<file path="config.mk">
export PLATFORM = sky130hd
export DESIGN_NAME = dram_device_flat
export DESIGN_NICKNAME = d
export VERILOG_FILES = /design/src/shared/dram_pkg.sv /design/src/shared/dram_link_if.sv /design/src/logic/dram_device.sv /design/src/flat_wrapper.sv
export SDC_FILE = /design/constraint.sdc
export NUM_CORES = 1
export LEC_CHECK = 0
export BUFFER_PORTS_ARGS = -buffer_cell sky130_fd_sc_hd__buf_2
export CAP_MARGIN = 20
export CORE_ASPECT_RATIO = 1.5
export CORE_MARGIN = 3
export CORE_UTILIZATION = 55
export CTS_BUF_LIST = sky130_fd_sc_hd__clkbuf_16
export DETAILED_ROUTE_END_ITERATION = 8
export PLACE_DENSITY = 0.8
export SLEW_MARGIN = 5
export SYNTH_ARGS = -nofsm -noshare
export SYNTH_HDL_FRONTEND = slang
export SYNTH_SLANG_ARGS = --single-unit
</file>
<file path="constraint.sdc">
create_clock -name clock -period 6.3 [get_ports clock]
set_clock_uncertainty 0.15 [all_clocks]
set_input_delay 0.315 -clock clock [delete_from_list [all_inputs] [get_ports clock]]
set_output_delay 0.315 -clock clock [all_outputs]
set_load 0.005 [all_outputs]
</file>
<file path="src/shared/dram_pkg.sv">
// Shared constants and types for the DRAM bank, row and read-burst link
package dram_pkg;
  localparam int BANK_W = 3;
  localparam int NUM_BANKS = 8;
  localparam int ADDR_W = 15;
  localparam int DATA_W = 16;
  localparam int COL_W = 10;
  localparam int CHOP_BIT = 12;
  localparam int AP_BIT = 10;
  localparam int BURST_FIELD_W = 2;
  localparam logic [1:0] BURST_FIXED_EIGHT = 2'h0;
  localparam logic [1:0] BURST_ON_THE_FLY = 2'h1;
  localparam logic [1:0] BURST_FIELD_RESET = 2'h1;
  localparam int LAT_W = 5;
  localparam logic [4:0] ADDITIVE_LATENCY_RESET = 5'h00;
  localparam logic [4:0] CAS_LATENCY_RESET = 5'h06;
  localparam int CLOCK_PERIOD_PS = 8000;
  localparam int PRECHARGE_TIME_PS = 13750;
  localparam int PRECHARGE_CYCLES = (PRECHARGE_TIME_PS + CLOCK_PERIOD_PS - 1) / CLOCK_PERIOD_PS;
  localparam int PRE_CNT_W = 4;
  localparam int COL_SPACING_CHOP = 4;
  localparam int BEATS_EIGHT = 4;
  localparam int BEATS_CHOP = 2;
  localparam int LAT_PIPE = 32;
  typedef enum logic [1:0] {
    CMD_NOP       = 2'b00,
    CMD_ACTIVATE  = 2'b01,
    CMD_PRECHARGE = 2'b10,
    CMD_READ      = 2'b11
  } cmd_t;
  typedef enum logic [1:0] {
    BANK_IDLE     = 2'b00,
    BANK_ACTIVE   = 2'b01,
    BANK_PRECHG   = 2'b10
  } bank_state_t;
endpackage : dram_pkg

</file>
<file path="src/shared/dram_link_if.sv">
// Command and read-data link between controller and memory device
`timescale 1ns/1ps
`default_nettype none
interface dram_link_if;
  dram_pkg::cmd_t                cmd;
  logic [dram_pkg::BANK_W-1:0]   bank_select_inputs;
  logic [dram_pkg::ADDR_W-1:0]   addr;
  logic                          all_banks;
  logic [dram_pkg::DATA_W-1:0]   dq_rise;
  logic [dram_pkg::DATA_W-1:0]   dq_fall;
  logic                          strobe;
  logic                          dq_oe;
  modport device (input cmd, bank_select_inputs, addr, all_banks, output dq_rise, dq_fall, strobe, dq_oe);
  modport controller (output cmd, bank_select_inputs, addr, all_banks, input dq_rise, dq_fall, strobe, dq_oe);
endinterface : dram_link_if
`default_nettype wire

</file>
<file path="src/logic/dram_device.sv">
// Memory device end: bank state, row tracking and read bursts
// Function
// - Activate opens addressed row in addressed bank
// - Row stays open until its bank precharged
// - Controller precharges before activating another row
// - Precharge closes one bank or all
// - Controller waits precharge time before activate
// - Other-bank read accepted during auto precharge; device ignores the AP bit and leaves the bank open
// - Controller activates idle bank before reading
// - Precharge to idle or precharging bank legal
// - Precharge period timed from latest precharge
// - Chop bit low four, high eight
// - Chop bit never part of column
// - On-the-fly works with and without auto precharge
// - Burst field 00 fixed eight, 01 selectable
// - Read timing valid only with DLL locked
// - Data starts additive plus CAS latency later
`timescale 1ns/1ps
`default_nettype none
module dram_device (
  input  wire logic                                clock,
  input  wire logic                                rstn,
  dram_link_if.device                              link,
  input  wire logic [dram_pkg::BURST_FIELD_W-1:0]  burst_field,
  input  wire logic [dram_pkg::LAT_W-1:0]          additive_latency,
  input  wire logic [dram_pkg::LAT_W-1:0]          cas_latency,
  input  wire logic                                dll_locked,
  output logic [dram_pkg::NUM_BANKS-1:0]           bank_open,
  output logic [dram_pkg::NUM_BANKS-1:0]           bank_precharging,
  output logic [dram_pkg::COL_W-1:0]               read_column,
  output logic [dram_pkg::ADDR_W-1:0]              read_row,
  output logic                                     read_error
);
  dram_pkg::bank_state_t                 state_r   [dram_pkg::NUM_BANKS];
  dram_pkg::bank_state_t                 state_nxt [dram_pkg::NUM_BANKS];
  logic [dram_pkg::ADDR_W-1:0]           row_r     [dram_pkg::NUM_BANKS];
  logic [dram_pkg::ADDR_W-1:0]           row_nxt   [dram_pkg::NUM_BANKS];
  logic [dram_pkg::PRE_CNT_W-1:0]        pre_cnt_r [dram_pkg::NUM_BANKS];
  logic [dram_pkg::PRE_CNT_W-1:0]        pre_cnt_nxt [dram_pkg::NUM_BANKS];
  logic [dram_pkg::LAT_PIPE-1:0]         go_r, go_nxt;
  logic [dram_pkg::LAT_PIPE-1:0]         chop_pipe_r, chop_pipe_nxt;
  logic [2:0]                            beats_r, beats_nxt;
  logic [dram_pkg::DATA_W-1:0]           word_r, word_nxt;
  logic [dram_pkg::DATA_W-1:0]           rise_r, rise_nxt, fall_r, fall_nxt;
  logic                                  strobe_r, strobe_nxt, oe_r, oe_nxt;
  logic [dram_pkg::COL_W-1:0]            col_r, col_nxt;
  logic [dram_pkg::ADDR_W-1:0]           rrow_r, rrow_nxt;
  logic                                  err_r, err_nxt;
  logic [5:0]                            rl;
  logic [4:0]                            tap;
  logic                                  chop_now, is_read, launch;

  assign rl = {1'b0, additive_latency} + {1'b0, cas_latency};
  assign tap = (rl > 6'd1) ? 5'(rl - 6'd2) : 5'h00;
  assign is_read = (link.cmd == dram_pkg::CMD_READ);
  // Fixed-eight field ignores the chop bit; auto precharge bit plays no part here
  assign chop_now = (burst_field == dram_pkg::BURST_ON_THE_FLY) && !link.addr[dram_pkg::CHOP_BIT];
  assign launch = go_r[tap];

  always_comb begin
    err_nxt = 1'b0;
    col_nxt = col_r;
    rrow_nxt = rrow_r;
    for (int b = 0; b < dram_pkg::NUM_BANKS; b++) begin
      state_nxt[b] = state_r[b];
      row_nxt[b] = row_r[b];
      pre_cnt_nxt[b] = pre_cnt_r[b];
      if (state_r[b] == dram_pkg::BANK_PRECHG) begin
        if (pre_cnt_r[b] <= 4'h1) begin
          state_nxt[b] = dram_pkg::BANK_IDLE;
          pre_cnt_nxt[b] = 4'h0;
        end else begin
          pre_cnt_nxt[b] = pre_cnt_r[b] - 4'h1;
        end
      end
      if (link.cmd == dram_pkg::CMD_PRECHARGE && (link.all_banks || link.bank_select_inputs == 3'(b))) begin
        // Repeat precharge restarts the timer, no error raised
        state_nxt[b] = dram_pkg::BANK_PRECHG;
        pre_cnt_nxt[b] = 4'(dram_pkg::PRECHARGE_CYCLES);
      end
      if (link.cmd == dram_pkg::CMD_ACTIVATE && link.bank_select_inputs == 3'(b)) begin
        state_nxt[b] = dram_pkg::BANK_ACTIVE;
        row_nxt[b] = link.addr;
      end
    end
    if (is_read) begin
      // Only the addressed bank is checked, so others may still precharge
      err_nxt = (state_r[link.bank_select_inputs] != dram_pkg::BANK_ACTIVE);
      col_nxt = link.addr[dram_pkg::COL_W-1:0];
      rrow_nxt = row_r[link.bank_select_inputs];
    end
  end

  always_comb begin
    go_nxt = {go_r[dram_pkg::LAT_PIPE-2:0], is_read};
    chop_pipe_nxt = {chop_pipe_r[dram_pkg::LAT_PIPE-2:0], chop_now};
    beats_nxt = beats_r;
    word_nxt = word_r;
    rise_nxt = rise_r;
    fall_nxt = fall_r;
    strobe_nxt = 1'b0;
    oe_nxt = 1'b0;
    if (launch && dll_locked) begin
      beats_nxt = chop_pipe_r[tap] ? 3'(dram_pkg::BEATS_CHOP) : 3'(dram_pkg::BEATS_EIGHT);
      word_nxt = {6'h00, col_r};
    end
    if (beats_nxt != 3'h0) begin
      oe_nxt = 1'b1;
      strobe_nxt = 1'b1;
      rise_nxt = word_nxt;
      fall_nxt = word_nxt + 16'h0001;
      word_nxt = word_nxt + 16'h0002;
      beats_nxt = beats_nxt - 3'h1;
    end
  end

  always_ff @(posedge clock or negedge rstn) begin
    if (!rstn) begin
      for (int b = 0; b < dram_pkg::NUM_BANKS; b++) begin
        state_r[b] <= dram_pkg::BANK_IDLE;
        row_r[b] <= 15'h0000;
        pre_cnt_r[b] <= 4'h0;
      end
      go_r <= 32'h0000_0000;
      chop_pipe_r <= 32'h0000_0000;
      beats_r <= 3'h0;
      word_r <= 16'h0000;
      rise_r <= 16'h0000;
      fall_r <= 16'h0000;
      strobe_r <= 1'b0;
      oe_r <= 1'b0;
      col_r <= 10'h000;
      rrow_r <= 15'h0000;
      err_r <= 1'b0;
    end else begin
      state_r <= state_nxt;
      row_r <= row_nxt;
      pre_cnt_r <= pre_cnt_nxt;
      go_r <= go_nxt;
      chop_pipe_r <= chop_pipe_nxt;
      beats_r <= beats_nxt;
      word_r <= word_nxt;
      rise_r <= rise_nxt;
      fall_r <= fall_nxt;
      strobe_r <= strobe_nxt;
      oe_r <= oe_nxt;
      col_r <= col_nxt;
      rrow_r <= rrow_nxt;
      err_r <= err_nxt;
    end
  end

  always_comb begin
    for (int b = 0; b < dram_pkg::NUM_BANKS; b++) begin
      bank_open[b] = (state_r[b] == dram_pkg::BANK_ACTIVE);
      bank_precharging[b] = (state_r[b] == dram_pkg::BANK_PRECHG);
    end
  end
  assign link.dq_rise = rise_r;
  assign link.dq_fall = fall_r;
  assign link.strobe = strobe_r;
  assign link.dq_oe = oe_r;
  assign read_column = col_r;
  assign read_row = rrow_r;
  assign read_error = err_r;
endmodule : dram_device
`default_nettype wire

</file>
<file path="src/flat_wrapper.sv">
// flat-port wrapper written by rule: the top's interface ports become plain ports
module dram_device_flat 
  (clock, rstn, burst_field, additive_latency, cas_latency, dll_locked, bank_open, bank_precharging, read_column, read_row, read_error, link_cmd, link_bank_select_inputs, link_addr, link_all_banks, link_dq_rise, link_dq_fall, link_strobe, link_dq_oe);
  dram_link_if link_i ();
  input  wire logic clock;
  input  wire logic rstn;
  input  wire logic [dram_pkg::BURST_FIELD_W-1:0] burst_field;
  input  wire logic [dram_pkg::LAT_W-1:0] additive_latency;
  input  wire logic [dram_pkg::LAT_W-1:0] cas_latency;
  input  wire logic dll_locked;
  output logic [dram_pkg::NUM_BANKS-1:0] bank_open;
  output logic [dram_pkg::NUM_BANKS-1:0] bank_precharging;
  output logic [dram_pkg::COL_W-1:0] read_column;
  output logic [dram_pkg::ADDR_W-1:0] read_row;
  output logic read_error;
  input wire logic [$bits(link_i.cmd)-1:0] link_cmd;
  input wire logic [$bits(link_i.bank_select_inputs)-1:0] link_bank_select_inputs;
  input wire logic [$bits(link_i.addr)-1:0] link_addr;
  input wire logic [$bits(link_i.all_banks)-1:0] link_all_banks;
  output wire logic [$bits(link_i.dq_rise)-1:0] link_dq_rise;
  output wire logic [$bits(link_i.dq_fall)-1:0] link_dq_fall;
  output wire logic [$bits(link_i.strobe)-1:0] link_strobe;
  output wire logic [$bits(link_i.dq_oe)-1:0] link_dq_oe;
  assign link_i.cmd = link_cmd;
  assign link_i.bank_select_inputs = link_bank_select_inputs;
  assign link_i.addr = link_addr;
  assign link_i.all_banks = link_all_banks;
  assign link_dq_rise = link_i.dq_rise;
  assign link_dq_fall = link_i.dq_fall;
  assign link_strobe = link_i.strobe;
  assign link_dq_oe = link_i.dq_oe;
  dram_device u_core (.clock(clock), .rstn(rstn), .link(link_i), .burst_field(burst_field), .additive_latency(additive_latency), .cas_latency(cas_latency), .dll_locked(dll_locked), .bank_open(bank_open), .bank_precharging(bank_precharging), .read_column(read_column), .read_row(read_row), .read_error(read_error));
endmodule
</file>
==> After elaboration in Yosys (flattened, before gate mapping) <==
Index checks and enable logic that the tools add are counted.
{ "totals": {"wordCells": 222, "out_inout_bits": 76, "input_bits": 36, "regBits": 310} }
{ "classes": {"mux": 74, "n_addsub": 13, "magnitude_cmp": 11, "n_bitwise": 1, "eq_ne": 28, "reduce_logical": 61} }
{ "ops": {"columns": ["operator", "n"], "rows": [
  ["$mux 4", 24],
  ["$mux 2", 34],
  ["$reduce_bool 3->1", 17],
  ["$bmux 15 s3", 1],
  ["$le 4x1->1 const B", 8],
  ["$mux 16", 2],
  ["$sub 4x1->4 const B", 8],
  ["$mux 15", 2],
  ["$eq 2x1->1 const B", 10],
  ["$eq 2x2->1 const B", 10],
  ["$logic_and 1x1->1", 18],
  ["$add 16x1->16 const B", 1],
  ["$add 16x2->16 const B", 1],
  ["$reduce_and 2->1", 8],
  ["$reduce_bool 2->1", 8],
  ["$eq 3x3->1 const B", 4],
  ["$bmux 1 s5", 2],
  ["$mux 3", 3],
  ["$logic_or 1x1->1", 8],
  ["$add 5x5->6", 1],
  ["$bmux 2 s3", 1],
  ["$eq 3x2->1 const B", 2],
  ["$gt 6x1->1 const B", 1],
  ["$lt 5x6->1 const B", 1],
  ["other kinds (10)", 13]
]} }

==> Depth between registers and ports, before layout <==
{ "logic_depth": {"depth_word": 9, "ltp_mapped": 24, "mapped_depth_nobuf": 22} }

==> Worst setup path before layout <==
No wires, ideal clock.
{ "synth_path": {"path_kind": "input port to flip-flop", "startpoint": "in additive_latency[0] (netlist name)", "endpoint": "reg u_core.word_r[15] (netlist name)", "setup_ns": 0.119, "required_time_ns": 6.031, "path_buffers": 3, "stages": 22, "arrival_time_ns": 4.372, "slack_ns": 1.659, "cell_sequence": "ha_1 -> inv_1 -> fa_1 -> xor2_1 -> ha_1 -> clkbuf_1 -> buf_1 -> nand4b_1 -> o211a_1 -> o32ai_2 -> buf_6 -> nand4_2 -> a21boi_4 -> ha_1 -> ha_1 -> nor2b_1 -> nand3_1 -> inv_1 -> nand3_1 -> nor2_1 -> xnor2_1 -> nor2_1"} }
{ "synth_between": {"elab_chain_cells": 9, "word_cells_on_any_way": 15, "classes_between": "3 x add/sub; 1 x order compare; 9 x mux; 2 x reduce/logical"} }
{ "synth_lines": {"columns": ["item", "line_no", "rtl"], "rows": [
  ["start: declaration", "flat_wrapper.sv:8", "input wire logic [dram_pkg::LAT_W-1:0] additive_latency;"],
  ["$add 5x5->6 *", "dram_device.sv:53", "assign rl = {1'b0, additive_latency} + {1'b0, cas_latency};"],
  ["$sub 5x2->5 / $gt 6x1->1 (equally long branches)", "dram_device.sv:54", "assign tap = (rl > 6'd1) ? 5'(rl - 6'd2) : 5'h00;"],
  ["$mux 5 *", "dram_device.sv:54", null],
  ["$bmux 1 s5, on equally long branches", "dram_device.sv:58, dram_device.sv:104", null],
  ["$mux 1, on equally long branches", "dram_device.sv:58, dram_device.sv:104", null],
  ["$logic_and 1x1->1 / $mux 3 (equally long branches)", "dram_device.sv:103, dram_device.sv:104", null],
  ["$mux 16 / $mux 3 (equally long branches)", "dram_device.sv:103", "if (launch && dll_locked) begin"],
  ["$add 16x2->16 / $reduce_bool 3->1 (equally long branches)", "dram_device.sv:112, dram_device.sv:107", null],
  ["$mux 16 *", "dram_device.sv:107", "if (beats_nxt != 3'h0) begin"],
  ["named net u_core.word_nxt (one bit)", "dram_device.sv:43", "logic [dram_pkg::DATA_W-1:0] word_r, word_nxt;"],
  ["end signal: assignment", "dram_device.sv:142", "word_r <= word_nxt;"],
  ["end: declaration", "dram_device.sv:43", null]
]} }
The timed path passes the listed nets; every way through them passes the cells marked *. The select of a mux whose other input is x is not followed.
A chain may end at the register's enable or synchronous reset.

==> Final worst setup path <==
Ends and elaborated chain as after synthesis.

==> key figures <==
Status
  – Status: completed

Setup path
  – Worst-path cell chain: buf_2 -> ha_1 -> inv_1 -> fa_1 -> ha_1 -> a31oi_1 -> buf_4 -> a221o_1 -> a311oi_1 -> o32ai_4 -> inv_1 -> nand2_1 -> ha_1 -> ha_2 -> nor2b_1 -> nand3_1 -> inv_1 -> nand3_1 -> nor2_1 -> xnor2_1 -> nor2_1
  – Critical path launch point: additive_latency[0]
  – R2R cell count: 15
  – Reg2reg start: u_core.go_r[8]$_DFF_PN0_
  – Arrival @ worst endpoint: 5.26 ns
  – CP Capture Type: flip-flop
  – Slowest Stage Delay on Critical Path: 0.87 ns
  – Setup CP Type: primary input to flip-flop
  – CP startpoint kind: primary input
  – Worst Path Required: 6.57 ns
  – Crit-path slowest cell: ha_1
  – CP max FO: 20

Route
  – Total number of vias: 9497
  – Via/cell ratio: 5.77
  – Drt first-iter violations: 585
  – DRT Pass-1 Iters: 5
  – Antenna viol nets, final: 0
  – Average wire per standard cell: 18.7 um
  – Number of remaining DRC errors: 0
  – WL final: 30.8 mm

Timing
  – Period minus WS final: 4.99 ns
  – Final period util: 0.792
  – Hold Fails Final Rpt: 0
  – Slew Limit Fails: 0
  – Measured slew at the worst slew-check pin: 1.14 ns
  – Final setup viols: 0
  – F_max: 0.201 GHz
  – Unrepaired setup endpoints after global routing: no
  – Worst slew margin: 0.238
  – Post-route setup TNS: 0 ns

Clock network
  – Cts hold-fix bufs: 17
  – Reg clk slew, reported paths: 0.06 ns
  – Total CTS buffers: 30
  – Longest Clk Path Bufs: 3
  – Resized Gates After CTS: 0
  – # H-tree levels: 1
  – CTS Sinks: 310
  – Postcts setup bufs: 0
  – Skew-Pair Late Insertion Delay: 0.55 ns
  – Root buf cell: clkbuf_16
  – TritonCTS clock tree: yes

Global route
  – Met1 Use GR: 0.271
  – Vias in the first global route: 9924
  – GRT met3 Usage: 0.0348
  – Met2 usage: 0.403
  – Initial antenna violation count: 0
  – First-pass GRT wire length: 50.1 mm
  – Total gr overflow: 0
  – Gr usage total: 0.223
  – Pin count of the biggest net entering global routing: 173
  – Most Crowded Layer GR: met2

Layout
  – Fin util: 0.645
  – Final Non-Filler Cells: 1646
  – Share of cells above drive strength 1: 0.266
  – Register Area: 7760 um2
  – ANT cells: 0
  – Synth-to-Final Area Change: 14.4%
  – Fin nets: 1358
  – Filler cells: 1896
  – Multi-input gate area: 6110 um2

Pwr
  – Leakage power: 7.55 nW
  – Worst VDD drop: 0.272 mV
  – Power per Cell Area: 401 nW/um2

Placement
  – DP HPWL: 19.9 mm
  – Placer congestion estimate: 0.843
  – PortBufs: 111
  – Placed Cells: 1572

Job
  – Max-cap violations: 0

Logic synthesis
  – Synth unique cells: 63
  – Yosys reg bits: 310
  – Synth warn: 0
  – Syn_area_per_cell: 12.1 um2
  – Syn_nets: 1246
  – Sequential fraction of the synthesis area: 0.543
  – Post-synth top area share: 0.543
  – Ys flop type: dfrtp_1
  – Cells after Synth: 1182
  – Post-synth EDFFs: 0
  – Top cells by area, synth: dfrtp_1 (54%), mux2_2 (11%), mux4_2 (5.8%), nand2_1 (3.1%), mux2i_1 (2.5%)
  – Synth area leader: dfrtp_1
  – FFs w/ async S/R, synth: 1.00
  – Post-Syn Area: 14300 um2

Worst hold path
  – Hold path start: link_addr[1]
  – Worst Hold Class: primary input to flip-flop
  – Hold Path Cell Cnt: 2

Floorplanning
  – Core Box Area: 25300 um2
  – IO Pins: 112
  – Initial core utilization: 0.564
  – DIE HEIGHT: 203 um
  – Site row count: 71
  – Die Span X: 138 um
  – Die area: 28000 um2
-- critical path: cells and delay by family --
kind	cells	cell delay (ns)
AOI/OAI and AO/OA	4	1.05
xor gates and xnor gates	1	0.13
adders and majority gates	5	2.13
buffers and inverters	5	0.71
and+or+nand+nor	6	0.94
-- kinds of logic (layout without fill, tap and decap cells) --
logic type,after synthesis,in the layout,synth area share
AND/OR/NAND/NOR,326,326,0.108
buffers and inverters,101,237,0.0295
AO/OA/AOI/OAI,160,160,0.0704
adder cells (fa/ha/maj),28,28,0.0251
XOR/XNOR,44,44,0.0280
multiplexers,213,213,0.195
flip-flops,310,310,0.543
-- registers in the layout (all words and copies together), names as in the netlist --
name	count
u_core.go_r	32
u_core.word_r	16
u_core.pre_cnt_r	32
u_core.state_r	16
u_core.link.dq_fall	16
u_core.link.strobe	1
u_core.link.dq_rise	16
u_core.chop_pipe_r	32
u_core.read_column	10
u_core.read_row	15
u_core.beats_r	3
u_core.read_error	1
u_core.row_r	120
-- per-stage QoR --
step | total power, mW | hold slack [ns] | setup slack [ns] | cell area [um2]
after floorplan | 4.10 | -0.131 | 1.66 | 14300
after global placement | 4.56 | 0.200 | 0.936 | 15100
after detailed placement | 4.67 | 0.204 | 0.771 | 15100
after CTS | 6.60 | 0.00516 | 1.31 | 16300
after global routing | 6.98 | 0.0278 | 0.932 | 16300
final | 6.56 | 0.0165 | 1.31 | 16300
-- cell type report --
cell class / count / area share
Timing Repair Buffer: 138 / 0.0509
Inverter: 43 / 0.00988
Tap cell: 328 / 0.0251
Clock inverter: 25 / 0.0171
Clock buffer: 31 / 0.0475
Sequential cell: 310 / 0.475
Multi-Input combinational cell: 771 / 0.374
-- synthesized netlist by cell type (7+ instances only) --
master and n:
mux2i_1 36, nand4b_1 9, buf_2 9, mux2_2 137, a21o_1 8, or4_1 8, mux4_2 37, xor2_1 21
o21ai_1 13, nor2b_1 18, dfrtp_1 310, nor3_1 34, nand2_1 119, nand4_1 7, nand3_1 17, and3_1 8
o31ai_1 7, nand2b_1 16, o311ai_0 7, a21oi_1 42, ha_1 27, xnor2_1 22, inv_1 42, o21ai_0 53
nor2_1 73, clkbuf_1 39
-- worst paths after layout --
check                           slack (ns)                                  end
worst max register to register        2.54          u_core.word_r[15]$_DFF_PN0_
worst max-delay path                  1.31          u_core.word_r[15]$_DFF_PN0_
worst min register to register        0.22      u_core.chop_pipe_r[2]$_DFF_PN0_
worst min-delay path                  0.02         u_core.row_r[46]$_DFFE_PN0P_
min in group asynchronous             0.33  u_core.link.dq_rise[15]$_DFFE_PN0N_
max in group asynchronous             4.22     u_core.chop_pipe_r[31]$_DFF_PN0_
-- cells in the final DEF, fill, tap and decap left out, drive strengths merged, types with 11 or more instances in the layout --
cell | netlist | layout
mux2 | 138 | 138
xnor2 | 22 | 22
clkinv | 0 | 11
dfrtp | 310 | 310
nand2b | 16 | 16
mux4 | 38 | 38
nand2 | 119 | 119
buf | 18 | 121
xor2 | 21 | 21
inv | 43 | 49
nor3 | 34 | 34
mux2i | 37 | 37
clkbuf | 40 | 31
dlygate4sd3 | 0 | 17
a21oi | 42 | 42
o21ai | 66 | 66
nand3 | 17 | 17
ha | 27 | 27
nor2b | 18 | 18
nor2 | 73 | 73
-- power breakdown --
part           internal, mW  switching, mW
Clock                  1.14          0.765
Combinational         0.860          0.974
Sequential             2.47          0.351
Total                  4.46           2.09
-- metal layers --
metal / share of wire / wire (um)
met5: 0 / 0
met4: 0.025 / 767
met3: 0.048 / 1470
met2: 0.53 / 16400
met1: 0.40 / 12200
Power figures use the tool's default switching activity.
